## src/rtl/charger_id_pkg.sv

```systemverilog
// package: offsets, field positions, reset values and timing for the charger/id register group
package charger_id_pkg;

    // ulpi immediate register command codes (bits 7:6 of the command byte)
    localparam logic [1:0] CMD_REG_WRITE = 2'h2;
    localparam logic [1:0] CMD_REG_READ = 2'h3;
    localparam int CMD_CODE_MSB = 7;
    localparam int CMD_CODE_LSB = 6;
    localparam int CMD_ADDR_MSB = 5;

    // register offsets
    localparam logic [5:0] VENDOR_FIRST = 6'h30;
    localparam logic [5:0] VENDOR_LAST = 6'h3f;
    localparam logic [5:0] CHARGER_DETECT_CONTROL = 6'h32;
    localparam logic [5:0] HEADSET_AUDIO_CONTROL = 6'h33;
    localparam logic [5:0] ID_RESISTOR_MEASURE = 6'h36;
    localparam logic [5:0] ID_RESISTOR_MEASURE_SET = 6'h37;
    localparam logic [5:0] ID_RESISTOR_MEASURE_CLR = 6'h38;

    // charger_detect_control fields
    localparam int DATA_VOLTAGE_SOURCE_EN_BIT = 0;
    localparam int DATA_SINK_COMPARATOR_EN_BIT = 1;
    localparam int DP_SOURCE_CURRENT_EN_BIT = 2;
    localparam int CHARGING_HOST_ROLE_BIT = 3;
    localparam int DATA_VOLTAGE_SEEN_BIT = 4;
    localparam int CHARGER_RW_MSB = 3;
    localparam logic [3:0] CHARGER_RESET = 4'h0;
    localparam logic [1:0] LINE_STATE_SE0 = 2'h0;

    // headset_audio_control fields
    localparam int AUDIO_KEY_MSB = 3;
    localparam logic [3:0] AUDIO_MODE_KEY = 4'ha;
    localparam logic [3:0] AUDIO_RESET = 4'h0;

    // id_resistor_measure fields
    localparam int ID_CODE_MSB = 2;
    localparam int ID_MEASURE_DONE_BIT = 3;
    localparam int ID_MEASURE_GO_BIT = 4;
    localparam int ID_RESERVED_BIT = 5;
    localparam int ID_DONE_IRQ_ENABLE_BIT = 6;
    localparam logic [2:0] ID_CODE_RESET = 3'h0;
    localparam logic [2:0] ID_CODE_ZERO_OHM = 3'h0;
    localparam logic [2:0] ID_CODE_75_OHM = 3'h1;
    localparam logic [2:0] ID_CODE_100_KOHM = 3'h2;
    localparam logic [2:0] ID_CODE_200_KOHM = 3'h3;
    localparam logic [2:0] ID_CODE_440_KOHM = 3'h4;
    localparam logic [2:0] ID_CODE_FLOATING = 3'h5;
    localparam logic [2:0] ID_CODE_ERROR = 3'h7;
    // writable/settable/clearable bits 6:4
    localparam logic [7:0] ID_SC_MASK = 8'h70;

    // rxcmd byte
    localparam int RXCMD_ALT_INT_BIT = 7;

    // timing
    localparam int CLK_PERIOD_NS = 20;
    localparam int ID_MEASURE_TIME_NS = 282000;
    localparam int ID_MEASURE_CYCLES = (ID_MEASURE_TIME_NS + CLK_PERIOD_NS - 1) / CLK_PERIOD_NS;

    // analog switch controls after the dp/dm role swap
    typedef struct packed {
        logic dp_voltage_source_en;
        logic dm_voltage_source_en;
        logic dp_sink_en;
        logic dm_sink_en;
        logic dp_current_source_en;
        logic dm_current_source_en;
        logic comparator_on_dm;
    } analog_ctrl_s;

    localparam analog_ctrl_s ANALOG_CTRL_RESET = '0;

    // asynchronous inputs passed through the two-stage synchroniser
    typedef struct packed {
        logic link_clk;
        logic stop;
        logic [7:0] data;
        logic [1:0] line_state;
        logic comparator;
    } pin_sample_s;

    localparam int PIN_SAMPLE_W = $bits(pin_sample_s);

endpackage

```

## src/rtl/pin_sync2.sv

```systemverilog
// two flip-flop synchroniser for a bundle of asynchronous inputs
`timescale 1ns/100ps
module pin_sync2 #(
    parameter int WIDTH = 1
) (
    input wire logic mclk,
    input wire logic resetn,
    input wire logic [WIDTH-1:0] async_in,
    output logic [WIDTH-1:0] sync_out
);
    initial begin
        if (WIDTH < 1) begin
            $error("pin_sync2: WIDTH must be at least 1");
        end
    end

    logic [WIDTH-1:0] stage1;

    // stage1 feeds only the second stage
    always_ff @(posedge mclk or negedge resetn) begin
        if (!resetn) begin
            stage1 <= '0;
            sync_out <= '0;
        end else begin
            stage1 <= async_in;
            sync_out <= stage1;
        end
    end
endmodule

```

## src/rtl/charger_detect_id_sense_regs.sv

```systemverilog
// charger detect, headset audio key and id-resistor measurement registers behind a ulpi register port
// Function
// - charger control: three enables, reset zero
// - sink disabled forces comparator result zero
// - bit 3 selects device or charging-host role
// - host role swaps dp/dm analog connections
// - bit 4 reports comparator and se0 line
// - comparator result mirrored to carkit status
// - audio mode only while key is 1010
// - id register read 36-38, write/set/clear
// - bits 2:0 hold measured resistance code
// - done bit set after 282 us measurement
// - reading code here clears done
// - carkit read of code keeps done
// - setting bit 4 starts a measurement
// - start bit clears when measurement completes
// - enabled done raises rxcmd alt_int
// - effective enable ORs carkit enable bit
// - vendor range uses ulpi immediate accesses
// - enabled done rise sets carkit latch
`timescale 1ns/100ps
module charger_detect_id_sense_regs #(
    parameter int MEASURE_CYCLES = charger_id_pkg::ID_MEASURE_CYCLES
) (
    input wire logic mclk,
    input wire logic resetn,
    input wire logic ulpi_clk,
    input wire logic ulpi_stp,
    input wire logic [7:0] ulpi_data_in,
    output logic [7:0] ulpi_data_out,
    output logic ulpi_data_oe_n,
    output logic ulpi_dir,
    output logic ulpi_nxt,
    input wire logic [1:0] line_state,
    input wire logic comparator_raw,
    input wire logic [2:0] id_converter_code,
    input wire logic carkit_irq_enable,
    input wire logic carkit_latch_read,
    output charger_id_pkg::analog_ctrl_s analog_ctrl,
    output logic data_voltage_seen,
    output logic headset_audio_mode,
    output logic id_converter_run,
    output logic [2:0] id_resistance_code,
    output logic id_measure_done,
    output logic id_done_latch
);
    initial begin
        if (MEASURE_CYCLES < 2) begin
            $error("charger_detect_id_sense_regs: MEASURE_CYCLES must be at least 2");
        end
    end

    localparam int CNT_W = $clog2(MEASURE_CYCLES + 1);
    localparam logic [CNT_W-1:0] CNT_LAST = CNT_W'(MEASURE_CYCLES - 1);

    typedef enum logic [6:0] {
        ST_IDLE = 7'b0000001,
        ST_WR_DATA = 7'b0000010,
        ST_WR_STOP = 7'b0000100,
        ST_RD_TURN = 7'b0001000,
        ST_RD_DATA = 7'b0010000,
        ST_TURN_BACK = 7'b0100000,
        ST_RX_DATA = 7'b1000000
    } ulpi_state_e;

    charger_id_pkg::pin_sample_s pin_async;
    charger_id_pkg::pin_sample_s pin;
    ulpi_state_e state;
    logic link_clk_prev;
    logic link_rise;
    logic [5:0] reg_addr;
    logic [7:0] wr_byte;
    logic wr_commit;
    logic rd_take;
    logic [7:0] rd_value;
    logic [3:0] charger_ctrl;
    logic [3:0] audio_key;
    logic [7:0] id_ctrl;
    logic [7:0] next_id_ctrl;
    logic [CNT_W-1:0] measure_cnt;
    logic measure_end;
    logic done_clear;
    logic done_rise;
    logic irq_enable;
    logic alt_int_pending;
    logic comparator_live;

    assign pin_async = '{link_clk: ulpi_clk, stop: ulpi_stp, data: ulpi_data_in,
                         line_state: line_state, comparator: comparator_raw};

    pin_sync2 #(
        .WIDTH(charger_id_pkg::PIN_SAMPLE_W)
    ) u_pin_sync (
        .mclk(mclk),
        .resetn(resetn),
        .async_in(pin_async),
        .sync_out(pin)
    );

    // the link clock is only sampled; every ulpi step happens on its detected rising edge
    always_ff @(posedge mclk or negedge resetn) begin
        if (!resetn) begin
            link_clk_prev <= 1'b0;
        end else begin
            link_clk_prev <= pin.link_clk;
        end
    end

    assign link_rise = pin.link_clk & ~link_clk_prev;
    assign wr_commit = link_rise && state == ST_WR_STOP && pin.stop;
    assign rd_take = link_rise && state == ST_RD_TURN;

    // ulpi immediate register access and rxcmd sequencer
    always_ff @(posedge mclk or negedge resetn) begin
        if (!resetn) begin
            state <= ST_IDLE;
            reg_addr <= 6'h00;
            wr_byte <= 8'h00;
            ulpi_nxt <= 1'b0;
            ulpi_dir <= 1'b0;
            ulpi_data_oe_n <= 1'b1;
            ulpi_data_out <= 8'h00;
        end else if (link_rise) begin
            case (state)
                ST_IDLE: begin
                    // a link command wins over a pending rxcmd
                    if (pin.data[charger_id_pkg::CMD_CODE_MSB:charger_id_pkg::CMD_CODE_LSB]
                        == charger_id_pkg::CMD_REG_WRITE) begin
                        reg_addr <= pin.data[charger_id_pkg::CMD_ADDR_MSB:0];
                        ulpi_nxt <= 1'b1;
                        state <= ST_WR_DATA;
                    end else if (pin.data[charger_id_pkg::CMD_CODE_MSB:charger_id_pkg::CMD_CODE_LSB]
                        == charger_id_pkg::CMD_REG_READ) begin
                        reg_addr <= pin.data[charger_id_pkg::CMD_ADDR_MSB:0];
                        ulpi_nxt <= 1'b1;
                        state <= ST_RD_TURN;
                    end else if (alt_int_pending) begin
                        ulpi_dir <= 1'b1;
                        state <= ST_RX_DATA;
                    end
                end
                ST_WR_DATA: begin
                    wr_byte <= pin.data;
                    ulpi_nxt <= 1'b0;
                    state <= ST_WR_STOP;
                end
                ST_WR_STOP: begin
                    if (pin.stop) begin
                        state <= ST_IDLE;
                    end
                end
                ST_RD_TURN: begin
                    ulpi_nxt <= 1'b0;
                    ulpi_dir <= 1'b1;
                    ulpi_data_out <= rd_value;
                    state <= ST_RD_DATA;
                end
                ST_RD_DATA: begin
                    ulpi_data_oe_n <= 1'b0;
                    state <= ST_TURN_BACK;
                end
                ST_RX_DATA: begin
                    ulpi_data_out <= {1'b1, 5'h00, pin.line_state};
                    ulpi_data_oe_n <= 1'b0;
                    state <= ST_TURN_BACK;
                end
                ST_TURN_BACK: begin
                    ulpi_data_oe_n <= 1'b1;
                    ulpi_dir <= 1'b0;
                    state <= ST_IDLE;
                end
                default: begin
                    ulpi_nxt <= 1'b0;
                    ulpi_dir <= 1'b0;
                    ulpi_data_oe_n <= 1'b1;
                    state <= ST_IDLE;
                end
            endcase
        end
    end

    // read data; unmapped addresses read zero
    always_comb begin
        rd_value = 8'h00;
        case (reg_addr)
            charger_id_pkg::CHARGER_DETECT_CONTROL: begin
                rd_value = {3'h0, data_voltage_seen, charger_ctrl};
            end
            charger_id_pkg::HEADSET_AUDIO_CONTROL: begin
                rd_value = {4'h0, audio_key};
            end
            charger_id_pkg::ID_RESISTOR_MEASURE, charger_id_pkg::ID_RESISTOR_MEASURE_SET,
            charger_id_pkg::ID_RESISTOR_MEASURE_CLR: begin
                rd_value = {1'b0, id_ctrl[6:0]};
            end
            default: begin
                rd_value = 8'h00;
            end
        endcase
    end

    // charger detect control
    always_ff @(posedge mclk or negedge resetn) begin
        if (!resetn) begin
            charger_ctrl <= charger_id_pkg::CHARGER_RESET;
        end else if (wr_commit && reg_addr == charger_id_pkg::CHARGER_DETECT_CONTROL) begin
            charger_ctrl <= wr_byte[charger_id_pkg::CHARGER_RW_MSB:0];
        end
    end

    // dp/dm routing of the detection sources; registered so outputs come from flops
    always_ff @(posedge mclk or negedge resetn) begin
        if (!resetn) begin
            analog_ctrl <= charger_id_pkg::ANALOG_CTRL_RESET;
        end else begin
            analog_ctrl.dp_voltage_source_en <= charger_ctrl[charger_id_pkg::DATA_VOLTAGE_SOURCE_EN_BIT]
                & ~charger_ctrl[charger_id_pkg::CHARGING_HOST_ROLE_BIT];
            analog_ctrl.dm_voltage_source_en <= charger_ctrl[charger_id_pkg::DATA_VOLTAGE_SOURCE_EN_BIT]
                & charger_ctrl[charger_id_pkg::CHARGING_HOST_ROLE_BIT];
            // the sink sits on the same line as the comparator
            analog_ctrl.dp_sink_en <= charger_ctrl[charger_id_pkg::DATA_SINK_COMPARATOR_EN_BIT]
                & ~charger_ctrl[charger_id_pkg::CHARGING_HOST_ROLE_BIT];
            analog_ctrl.dm_sink_en <= charger_ctrl[charger_id_pkg::DATA_SINK_COMPARATOR_EN_BIT]
                & charger_ctrl[charger_id_pkg::CHARGING_HOST_ROLE_BIT];
            analog_ctrl.dp_current_source_en <= charger_ctrl[charger_id_pkg::DP_SOURCE_CURRENT_EN_BIT]
                & ~charger_ctrl[charger_id_pkg::CHARGING_HOST_ROLE_BIT];
            analog_ctrl.dm_current_source_en <= charger_ctrl[charger_id_pkg::DP_SOURCE_CURRENT_EN_BIT]
                & charger_ctrl[charger_id_pkg::CHARGING_HOST_ROLE_BIT];
            // device role senses dp, host role senses dm
            analog_ctrl.comparator_on_dm <= charger_ctrl[charger_id_pkg::CHARGING_HOST_ROLE_BIT];
        end
    end

    // comparator result, gated by its enable and the se0 line state
    assign comparator_live = pin.comparator & charger_ctrl[charger_id_pkg::DATA_SINK_COMPARATOR_EN_BIT];

    always_ff @(posedge mclk or negedge resetn) begin
        if (!resetn) begin
            data_voltage_seen <= 1'b0;
        end else begin
            // also feeds the carkit status mirror
            data_voltage_seen <= comparator_live && pin.line_state == charger_id_pkg::LINE_STATE_SE0;
        end
    end

    // headset audio key
    always_ff @(posedge mclk or negedge resetn) begin
        if (!resetn) begin
            audio_key <= charger_id_pkg::AUDIO_RESET;
            headset_audio_mode <= 1'b0;
        end else begin
            if (wr_commit && reg_addr == charger_id_pkg::HEADSET_AUDIO_CONTROL) begin
                audio_key <= wr_byte[charger_id_pkg::AUDIO_KEY_MSB:0];
            end
            headset_audio_mode <= audio_key == charger_id_pkg::AUDIO_MODE_KEY;
        end
    end

    // id measurement control register: write, set and clear views
    assign measure_end = id_ctrl[charger_id_pkg::ID_MEASURE_GO_BIT] && measure_cnt == CNT_LAST;
    assign done_clear = rd_take && (reg_addr == charger_id_pkg::ID_RESISTOR_MEASURE
        || reg_addr == charger_id_pkg::ID_RESISTOR_MEASURE_SET
        || reg_addr == charger_id_pkg::ID_RESISTOR_MEASURE_CLR);

    always_comb begin
        next_id_ctrl = id_ctrl;
        if (wr_commit) begin
            case (reg_addr)
                charger_id_pkg::ID_RESISTOR_MEASURE: begin
                    next_id_ctrl[charger_id_pkg::ID_CODE_MSB:0] = wr_byte[charger_id_pkg::ID_CODE_MSB:0];
                    next_id_ctrl[6:4] = wr_byte[6:4];
                end
                charger_id_pkg::ID_RESISTOR_MEASURE_SET: begin
                    next_id_ctrl = id_ctrl | (wr_byte & charger_id_pkg::ID_SC_MASK);
                end
                charger_id_pkg::ID_RESISTOR_MEASURE_CLR: begin
                    next_id_ctrl = id_ctrl & ~(wr_byte & charger_id_pkg::ID_SC_MASK);
                end
                default: begin
                    next_id_ctrl = id_ctrl;
                end
            endcase
        end
        if (done_clear) begin
            next_id_ctrl[charger_id_pkg::ID_MEASURE_DONE_BIT] = 1'b0;
        end
        if (measure_end) begin
            // completion wins over a clear or a read in the same cycle
            next_id_ctrl[charger_id_pkg::ID_CODE_MSB:0] = id_converter_code;
            next_id_ctrl[charger_id_pkg::ID_MEASURE_DONE_BIT] = 1'b1;
            next_id_ctrl[charger_id_pkg::ID_MEASURE_GO_BIT] = 1'b0;
        end
        next_id_ctrl[7] = 1'b0;
    end

    always_ff @(posedge mclk or negedge resetn) begin
        if (!resetn) begin
            id_ctrl <= {5'h00, charger_id_pkg::ID_CODE_RESET};
        end else begin
            id_ctrl <= next_id_ctrl;
        end
    end

    // measurement timer runs while the start bit is held; clearing it aborts
    always_ff @(posedge mclk or negedge resetn) begin
        if (!resetn) begin
            measure_cnt <= '0;
        end else if (!id_ctrl[charger_id_pkg::ID_MEASURE_GO_BIT] || measure_end) begin
            measure_cnt <= '0;
        end else begin
            measure_cnt <= measure_cnt + CNT_W'(1);
        end
    end

    // interrupt and latch on the rising edge of done
    assign irq_enable = id_ctrl[charger_id_pkg::ID_DONE_IRQ_ENABLE_BIT] | carkit_irq_enable;
    assign done_rise = measure_end && !id_ctrl[charger_id_pkg::ID_MEASURE_DONE_BIT];

    always_ff @(posedge mclk or negedge resetn) begin
        if (!resetn) begin
            alt_int_pending <= 1'b0;
        end else if (done_rise && irq_enable) begin
            alt_int_pending <= 1'b1;
        end else if (link_rise && state == ST_RX_DATA) begin
            alt_int_pending <= 1'b0;
        end
    end

    always_ff @(posedge mclk or negedge resetn) begin
        if (!resetn) begin
            id_done_latch <= 1'b0;
        end else if (done_rise && irq_enable) begin
            id_done_latch <= 1'b1;
        end else if (carkit_latch_read) begin
            id_done_latch <= 1'b0;
        end
    end

    // mirrors for the carkit status registers and the analog converter
    always_ff @(posedge mclk or negedge resetn) begin
        if (!resetn) begin
            id_resistance_code <= charger_id_pkg::ID_CODE_RESET;
            id_measure_done <= 1'b0;
            id_converter_run <= 1'b0;
        end else begin
            id_resistance_code <= id_ctrl[charger_id_pkg::ID_CODE_MSB:0];
            id_measure_done <= id_ctrl[charger_id_pkg::ID_MEASURE_DONE_BIT];
            id_converter_run <= id_ctrl[charger_id_pkg::ID_MEASURE_GO_BIT];
        end
    end
endmodule

```

## config.mk

```make
export PLATFORM = sky130hd
export DESIGN_NAME = charger_detect_id_sense_regs
export DESIGN_NICKNAME = d
export VERILOG_FILES = /design/src/rtl/charger_id_pkg.sv /design/src/rtl/pin_sync2.sv /design/src/rtl/charger_detect_id_sense_regs.sv
export SDC_FILE = /design/constraint.sdc
export NUM_CORES = 1
export LEC_CHECK = 0
export BUFFER_PORTS_ARGS = -buffer_cell sky130_fd_sc_hd__buf_2
export CORE_MARGIN = 2
export CORE_UTILIZATION = 55
export DETAILED_ROUTE_END_ITERATION = 10
export PLACE_DENSITY = 0.8
export SLEW_MARGIN = 20
export SYNTH_ARGS = -nofsm -noshare
export SYNTH_HDL_FRONTEND = slang
export SYNTH_HIERARCHICAL = 1
export SYNTH_SLANG_ARGS = --single-unit
```

## constraint.sdc

```tcl
create_clock -name mclk -period 2.5 [get_ports mclk]
set_input_delay 0.5 -clock mclk [delete_from_list [all_inputs] [get_ports mclk]]
set_output_delay 0.5 -clock mclk [all_outputs]
set_load 0.1 [all_outputs]
```

==> reports/metrics.csv, run 1 <==
metric;value;unit
#FFs+latches synth;103;
share of layout cells above drive strength 1;26.61;%
DRT antenna net count;0;
starting DRC count in detailed routing;170;
first-pass GRT wire length;12.60;mm
Pins Over Slew Limit;0;
syn_area_per_cell;12.51;sq um
n_diodes;0;
drt total wl;7.260;mm
Reg-to-Reg Start;state[1];
detailed-route via count;2603;
H-tree Lvls;3;
chip width;90.37;um
worst-margin pin slew;0.5354;ns
R2R Setup Slk;0.15;ns
combinational power share;23.6;%
crit path time final;2.354;ns
Post-CTS Setup Inserts;0;
Layout area overhead;13.39;%
distinct cell type count after synthesis;51;
pwr dens;876.2;nW/um^2
Switch Pwr;1.478;mW
status;finished clean;
Int Pwr;2.598;mW
count of nets after finishing;403;
Seq/Total Area, Yosys;62.89;%
DP Cell Count;470;
total congestion overflow;0;
FF-to-FF path depth;5;
RR Endpoint;ulpi_data_out[1];
switching portion of total power;36.26;%
Worst EP required;2.79;ns
ys flop type;dfrtp_1;
asr flop ratio synth;100.0;%
TNS Setup;0;ns
deepest clock path buffer count;2;
Fin. Hold Viols;0;
Clock Root Buffer;clkbuf_8;
Clk pwr share;24.2;%
Flop pwr share;52.2;%
startpoint types;register;
ranking of synthesized cells by area;dfrtp_1, mux2_2, nor2_1, mux2i_1, nand2_1;
largest net degree at the start of global routing;45;
syn_nets;349;
drt first pass iters;4;
WS Path Type;register to register;
relative slew slack;63.80;%
worst hold path class;input port to async pin;
cell with the most instances after synthesis;dfrtp_1;
gpl congestion;0.8994;
Fill cells;557;
DIE AREA;8166;sq um
Max-cap violations;0;
Core ar.;7253;sq um
clock insertion delay at the later pin of the skew report;0.36;ns
vias in the first global route;2609;
post-CTS sizing;0;
Layout Skew;0.01070;ns
CTS buffer count;9;
share of the synthesized area in the top cell type;61.60;%
Worst Path Arrival;2.64;ns
synth cell count leaders;dfrtp_1, nor2_1, mux2_2;
gr usage total;19.50;%
die extent in y;90.37;um
top-level port count;46;
Max Clk Rate;424.8;MHz
VDD IR max;0.0003866;V
WHS;0.1189;ns
drt wl/cell;14.94;um
Ys Warns;6;
RSZ-0062 raised after global routing;no;
initial antenna violation count;0;
leakage;2.175;nW
input/output buffers;45;
Initial Utilization;56.56;%
Clock Sink Count;103;
Worst setup EP type;register;
CTS tree;yes;
DR DRC count;0;
hold buffers post-CTS;0;
hpwl dp;5.130;mm
via density per instance;5.356;
non-filler cells, final;486;
Reg clk slew, reported paths;0.10;ns
period utilisation layout;94.16;%
crit path max fanout;9;
Setup-failing EPs final;0;
Post-Synthesis Cells;328;
mapped cell area;4103;sq um
number of synthesized flops with an enable pin;0;
row count;31;
Synth area leader;dfrtp_1;
## state kept, by name (all words and copies together) (netlist names), 3 cells and up
register             flops
analog_ctrl              7
state                    7
u_pin_sync/sync_out     13
id_ctrl                  7
u_pin_sync/stage1       13
measure_cnt             14
audio_key                4
id_resistance_code       3
charger_ctrl             4
wr_byte                  7
reg_addr                 6
ulpi_data_out            8
## worst max-delay path by stage
stage / endpoint / from / cells after the start
after CTS: ulpi_data_out[1] / state[1] / 5
after global placement: id_ctrl[2] / state[1] / 5
after floorplan: id_ctrl[2] / state[0] / 6
after global routing: ulpi_data_out[1] / state[1] / 5
after detailed placement: ulpi_data_out[1] / state[1] / 5
final: ulpi_data_out[1] / state[1] / 5
## per-layer routing
metal,global-route usage (%),wire length (um)
met5,0,0
met4,7.179,124
met3,4.758,245
met2,28.82,3327
met1,28.36,3562
## worst max-delay path, stage by stage (launching register included)
cell      delay (ns)
dfrtp_1         0.50
or4_1           0.62
nor4b_2         0.46
nand2_1         0.29
nand2b_1        0.21
mux2i_1         0.21
## final cells by class
class	count	area, sq um	share of cell area (%)
Multi-Input combinational cell	208	1444	31.04
Timing Repair Buffer	51	285.3	6.132
Tap cell	99	123.9	2.663
Inverter	9	33.78	0.7262
Clock inverter	7	61.31	1.318
Sequential cell	103	2580	55.46
Clock buffer	9	123.9	2.663
## power by group through the flow
| stage | clock network (mW) | logic (mW) | registers [mW] |
|---|---|---|---|
| final | 0.986 | 0.961 | 2.13 |
| after global routing | 1.08 | 1.05 | 2.17 |
| after global placement | 0 | 0.939 | 2.14 |
| after detailed placement | 0 | 0.957 | 2.16 |
| after floorplan | 0 | 0.565 | 2.32 |
| after CTS | 1.00 | 0.961 | 2.13 |
## logic make-up after synthesis
kind of cell	share of synthesized area (%)
and+or+nand+nor	14.76
muxes	9.515
xor gates and xnor gates	3.202
DFF	62.88
AOI/OAI and AO/OA	7.411
buffers and inverters	1.921
adders and majority gates	0.3049
## per-stage QoR
| step | utilization, % | area, sq um | power [mW] | worst slack, ns |
|---|---|---|---|---|
| after floorplan | - | 4103 | 2.885 | 0.2952 |
| after global placement | 61.58 | 4467 | 3.075 | 0.2454 |
| after detailed placement | 61.58 | 4467 | 3.113 | 0.1779 |
| after CTS | 64.14 | 4652 | 4.092 | 0.1514 |
| after global routing | 64.14 | 4652 | 4.297 | 0.06376 |
| final | 64.14 | 4652 | 4.076 | 0.1461 |
## cells in the final DEF (no fill, tap or decap), types with 2 or more instances in the layout
cell,count
xor2_1,7
clkbuf_8,9
a21o_1,2
o21a_1,2
nor3_1,2
mux2_4,2
nand3_1,10
xnor2_1,8
nor2b_1,6
and3_1,2
nor2_1,34
inv_6,3
buf_4,6
buf_2,44
a222oi_1,2
inv_1,9
nand4b_1,2
a31oi_1,3
clkinvlp_4,2
a21oi_1,13
nand4_1,4
mux2_2,24
nor4bb_1,2
nand2b_1,6
nand2_1,23
mux2i_1,9
o31ai_1,2
and2_1,5
o21ai_0,14
nor4_1,2
dfstp_2,2
dfrtp_1,101
Note: power is estimated with default switching activity, not from simulation.
==> run 2, diff against run 1 <==
--- a/config.mk
+++ b/config.mk
@@ -9,6 +9,7 @@
 export CORE_MARGIN = 2
 export CORE_UTILIZATION = 55
 export DETAILED_ROUTE_END_ITERATION = 10
+export GPL_TIMING_DRIVEN = 0
 export PLACE_DENSITY = 0.8
 export SLEW_MARGIN = 20
 export SYNTH_ARGS = -nofsm -noshare
==> run 2 against run 1 <==
Compared with the run above: global-route usage is 0.19 points higher; total power is 0.78% higher; die area stayed put; non-clock buffer count is 4 higher; maximum frequency is 1.6% lower; register-to-register slack worse by 0.04 ns; combinational power is 10% higher; design area is 1.0% higher; hold slack better by 0.11 ns; highest routed layer unchanged.
==> reports/metrics.csv, run 2 (synthesis gave the netlist of run 1 again) <==
metric;value;unit
relative slew slack;49.61;%
starting DRC count in detailed routing;189;
drt first pass iters;4;
largest net degree at the start of global routing;83;
Pins Over Slew Limit;0;
drt wl/cell;15.07;um
Reg clk slew, reported paths;0.10;ns
top-level port count;46;
Reg-to-Reg Start;state[4];
Worst EP required;2.75;ns
design area;4701;sq um
Setup-failing EPs final;0;
die extent in y;90.37;um
hold_sp;line_state[0];
worst-margin pin slew;0.7559;ns
Post-CTS Setup Inserts;0;
input/output buffers;45;
period utilisation layout;95.67;%
R2R Setup Slk;0.11;ns
count of nets after finishing;407;
FF-to-FF path depth;6;
CTS buffer count;9;
crit path time final;2.392;ns
Layout area overhead;14.58;%
Reg with most FFs;measure_cnt;
Layout Skew;0.01052;ns
hpwl dp;5.216;mm
DRT antenna net count;0;
pwr dens;873.9;nW/um^2
clock insertion delay at the later pin of the skew report;0.36;ns
row count;31;
DR DRC count;0;
drt total wl;7.385;mm
leakage;2.188;nW
CTS tree;yes;
Clock Sink Count;103;
worst hold path class;input port to register;
H-tree Lvls;3;
via density per instance;5.449;
detailed-route via count;2670;
Post-DP Area;4486;sq um
status;finished clean;
Fin. Hold Viols;0;
gpl congestion;0.8992;
DIE AREA;8166;sq um
startpoint types;register;
TNS Setup;0;ns
vias in the first global route;2572;
share of layout cells above drive strength 1;26.09;%
Initial Utilization;56.56;%
initial antenna violation count;0;
crit path from;state[4];
WHS Path Cells;1;
commonest non-fill, non-tap cell in the layout;dfrtp_1;
Regs by FF count;measure_cnt: 14 flops, u_pin_sync/stage1: 13 flops, u_pin_sync/sync_out: 13 flops;
VDD IR max;0.0004359;V
crit path max fanout;7;
gr usage total;19.69;%
WS Path Type;register to register;
Clock Root Buffer;clkbuf_8;
Core ar.;7253;sq um
Max Clk Rate;418.1;MHz
RSZ-0062 raised after global routing;no;
n_diodes;0;
chip width;90.37;um
Worst Path Arrival;2.65;ns
deepest clock path buffer count;2;
commonest non-fill, non-tap cells in the layout;dfrtp_1, buf_2, nor2_1;
Max-cap violations;0;
max reg flops;14;
total congestion overflow;0;
first-pass GRT wire length;12.65;mm
Worst setup EP type;register;
## run 2: power by group
group / switching [mW] / internal, mW
Sequential: 0.192 / 1.88
Combinational: 0.693 / 0.367
Clock: 0.593 / 0.384
## run 2: metrics by stage
stage	instances	util (%)	hold WS, ns	worst slack [ns]	power [mW]
floorplan	328	-	0.2044	0.2952	2.885
global placement	472	61.38	0.3326	-0.07668	3.097
detailed placement	473	61.84	0.3347	0.04027	3.138
CTS	490	64.59	0.2232	0.03544	4.122
global route	490	64.81	0.2075	0.003237	4.338
finish	490	64.81	0.2320	0.1083	4.108
## run 2: final cells by class
cell class,instances,area [sq um]
Multi-Input combinational cell,208,1459
Clock buffer,9,123.9
Sequential cell,103,2580
Clock inverter,7,65.06
Tap cell,99,123.9
Fill cell,569,2552
Timing Repair Buffer,47,269.0
Buffer,8,46.29
Inverter,9,33.78
## run 2: path summary, 6_finish.rpt
check                                          to
setup / recovery                       id_ctrl[2]
hold / removal               u_pin_sync/stage1[1]
setup reg to reg                       id_ctrl[2]
hold reg to reg            u_pin_sync/sync_out[4]
max in group asynchronous              id_ctrl[2]
min in group asynchronous                ulpi_nxt
## run 2: per-layer routing
| metal | GRT usage, % | routed length [um] | share of wire [%] |
|---|---|---|---|
| met5 | 0 | 0 | 0 |
| met4 | 8.077 | 146 | 2.0 |
| met3 | 4.341 | 341 | 4.6 |
| met2 | 29.89 | 3499 | 47 |
| met1 | 27.84 | 3399 | 46 |
## run 2: worst max-delay path, stage by stage (launching register included)
cell and delay, ns:
dfrtp_1 0.38, clkbuf_1 0.23, nor3_4 0.33, nand4_2 0.19, or4b_4 0.59, mux2_4 0.31
mux2_4 0.25
## run 2: what timing repair did
item,4_1_cts,5_1_grt
gates resized for setup,0,4
setup endpoints to repair,0,13
hold endpoints to repair,19,0
hold buffers,1,0
==> run 3, diff against run 2 <==
--- a/config.mk
+++ b/config.mk
@@ -7,10 +7,10 @@
 export LEC_CHECK = 0
 export BUFFER_PORTS_ARGS = -buffer_cell sky130_fd_sc_hd__buf_2
 export CORE_MARGIN = 2
-export CORE_UTILIZATION = 55
+export CORE_UTILIZATION = 30
 export DETAILED_ROUTE_END_ITERATION = 10
 export GPL_TIMING_DRIVEN = 0
-export PLACE_DENSITY = 0.8
+export PLACE_DENSITY = 0.5
 export SLEW_MARGIN = 20
 export SYNTH_ARGS = -nofsm -noshare
 export SYNTH_HDL_FRONTEND = slang
==> run 3 against run 2 <==
Compared with the run above: sequential cell count unchanged; combinational power about the same; die area up 79%; critical endpoint unchanged; largest cell class unchanged; largest power group unchanged.
==> reports/metrics.csv, run 3 (synthesis gave the netlist of run 1 again) <==
metric;value;unit
status;finished clean;
drt first pass iters;4;
starting DRC count in detailed routing;173;
input/output buffers;45;
largest net degree at the start of global routing;63;
row count;42;
RSZ-0062 raised after global routing;no;
leakage;2.244;nW
DRT antenna net count;0;
detailed-route via count;2590;
Layout Skew;0.007004;ns
worst hold path class;input port to async pin;
Initial Utilization;30.86;%
TNS Setup;0;ns
RR Endpoint;id_ctrl[2];
drt total wl;8.051;mm
non-filler cells, final;566;
Final Power;4.594;mW
final worst slack;0.1496;ns
Clock Sink Count;103;
R2R Setup Slk;0.15;ns
hpwl dp;5.694;mm
Critical Path Max Stage Delay;0.59;ns
FF-to-FF path depth;6;
Buf+Inv Stages, Crit Path;1;
hold buffers post-CTS;0;
gpl congestion;0.8148;
Regs by FF count;measure_cnt: 14 flops, u_pin_sync/stage1: 13 flops, u_pin_sync/sync_out: 13 flops;
initial antenna violation count;0;
max reg flops;14;
vias in the first global route;2554;
cell depth of the worst setup path;6;
n_diodes;0;
VDD IR max;0.0004023;V
Critical-path top delay cell;or4b_4;
chip width;120.9;um
count of nets after finishing;406;
Reg clk slew, reported paths;0.07;ns
Worst setup endpoint;id_ctrl[2];
drt wl/cell;14.22;um
area of the multi-input gates;1461;sq um
Worst EP required;2.73;ns
Worst Path Arrival;2.58;ns
Max Clk Rate;425.5;MHz
Pins Over Slew Limit;0;
Clock Root Buffer;clkbuf_16;
worst-margin pin slew;0.8237;ns
share of layout cells above drive strength 1;26.67;%
cells along the critical path;buf_6 > nor4b_4 > nand4_2 > or4b_4 > mux2_4 > mux2_4;
deepest clock path buffer count;2;
DP Cell Count;550;
Fin. Hold Viols;0;
Reg with most FFs;measure_cnt;
Max-cap violations;0;
crit path max fanout;9;
DP Worst Slack;-0.01596;ns
period utilisation layout;94.01;%
Fill cells;1295;
sequential cell area;2580;sq um
clock insertion delay at the later pin of the skew report;0.35;ns
H-tree Lvls;3;
startpoint types;register;
via density per instance;4.576;
crit path from;state[0];
pwr dens;933.4;nW/um^2
Core ar.;13300;sq um
crit path time final;2.350;ns
DIE AREA;14630;sq um
top-level port count;46;
cell mode on critical path;mux2_4;
Setup-failing EPs final;0;
relative slew slack;45.09;%
CTS buffer count;9;
DR DRC count;0;
Layout area overhead;19.98;%
gr usage total;12.25;%
total congestion overflow;0;
first-pass GRT wire length;13.62;mm
commonest non-fill, non-tap cells in the layout;dfrtp_1, buf_2, nor2_1;
commonest non-fill, non-tap cell in the layout;dfrtp_1;
WS Path Type;register to register;
Worst setup EP type;register;
CTS tree;yes;
die extent in y;120.9;um
Reg-to-Reg Start;state[0];
Crit path max-delay family;simple AND/OR/NAND/NOR gates;
-- run 3: final cells by class --
| cell class | count | share of cell area (%) |
|---|---|---|
| plain buffers | 7 | 0.8643 |
| clock buffers | 11 | 5.135 |
| clock inverters | 5 | 1.322 |
| inverters | 9 | 0.6863 |
| multi-input cells | 208 | 29.69 |
| flip-flops and latches | 103 | 52.41 |
| well taps | 176 | 4.474 |
| repair buffers | 47 | 5.414 |
-- run 3: metal layers --
layer  track usage, %  vias up  routed length, um  share of wire, %
met2            17.10       54               3534                44
li1                 -     1265                  -                 -
met4            6.831        0                240               3.0
met3            2.726       14                309               3.8
met1            17.49     1257               3966                49
met5                0        -                  0                 0
-- run 3: power breakdown --
group / total, mW / leakage (nW) / internal, mW / switching, mW
logic: 1.06 / 0.772 / 0.376 / 0.684
registers: 2.08 / 1.32 / 1.88 / 0.194
clock network: 1.46 / 0.150 / 0.839 / 0.620
total: 4.59 / 2.24 / 3.10 / 1.50
-- run 3: stage by stage --
| step | instance area (sq um) | hold slack [ns] | utilization, % |
|---|---|---|---|
| final | 4922 | 0.06545 | 37.02 |
| after CTS | 4908 | 0.07608 | 36.92 |
| after detailed placement | 4582 | 0.3347 | 34.46 |
| after global routing | 4922 | 0.09374 | 37.02 |
| after floorplan | 4103 | 0.2044 | - |
| after global placement | 4548 | 0.3350 | 34.21 |
-- run 3: worst min path at each step --
stage,startpoint,to,slack (ns),cells past startpoint
floorplan,resetn,alt_int_pending,0.20,0
global placement,u_pin_sync/stage1[10],u_pin_sync/sync_out[10],0.34,0
detailed placement,u_pin_sync/stage1[10],u_pin_sync/sync_out[10],0.33,0
CTS,resetn,u_pin_sync/sync_out[8],0.08,1
global route,resetn,u_pin_sync/sync_out[8],0.09,1
finish,resetn,u_pin_sync/sync_out[8],0.07,1
-- run 3: what timing repair did --
item	4_1_cts	5_1_grt
setup buffers	0	1
hold endpoints to repair	0	0
endpoints found under the setup margin	2	23
gates resized for setup	1	4
pin swaps	0	1
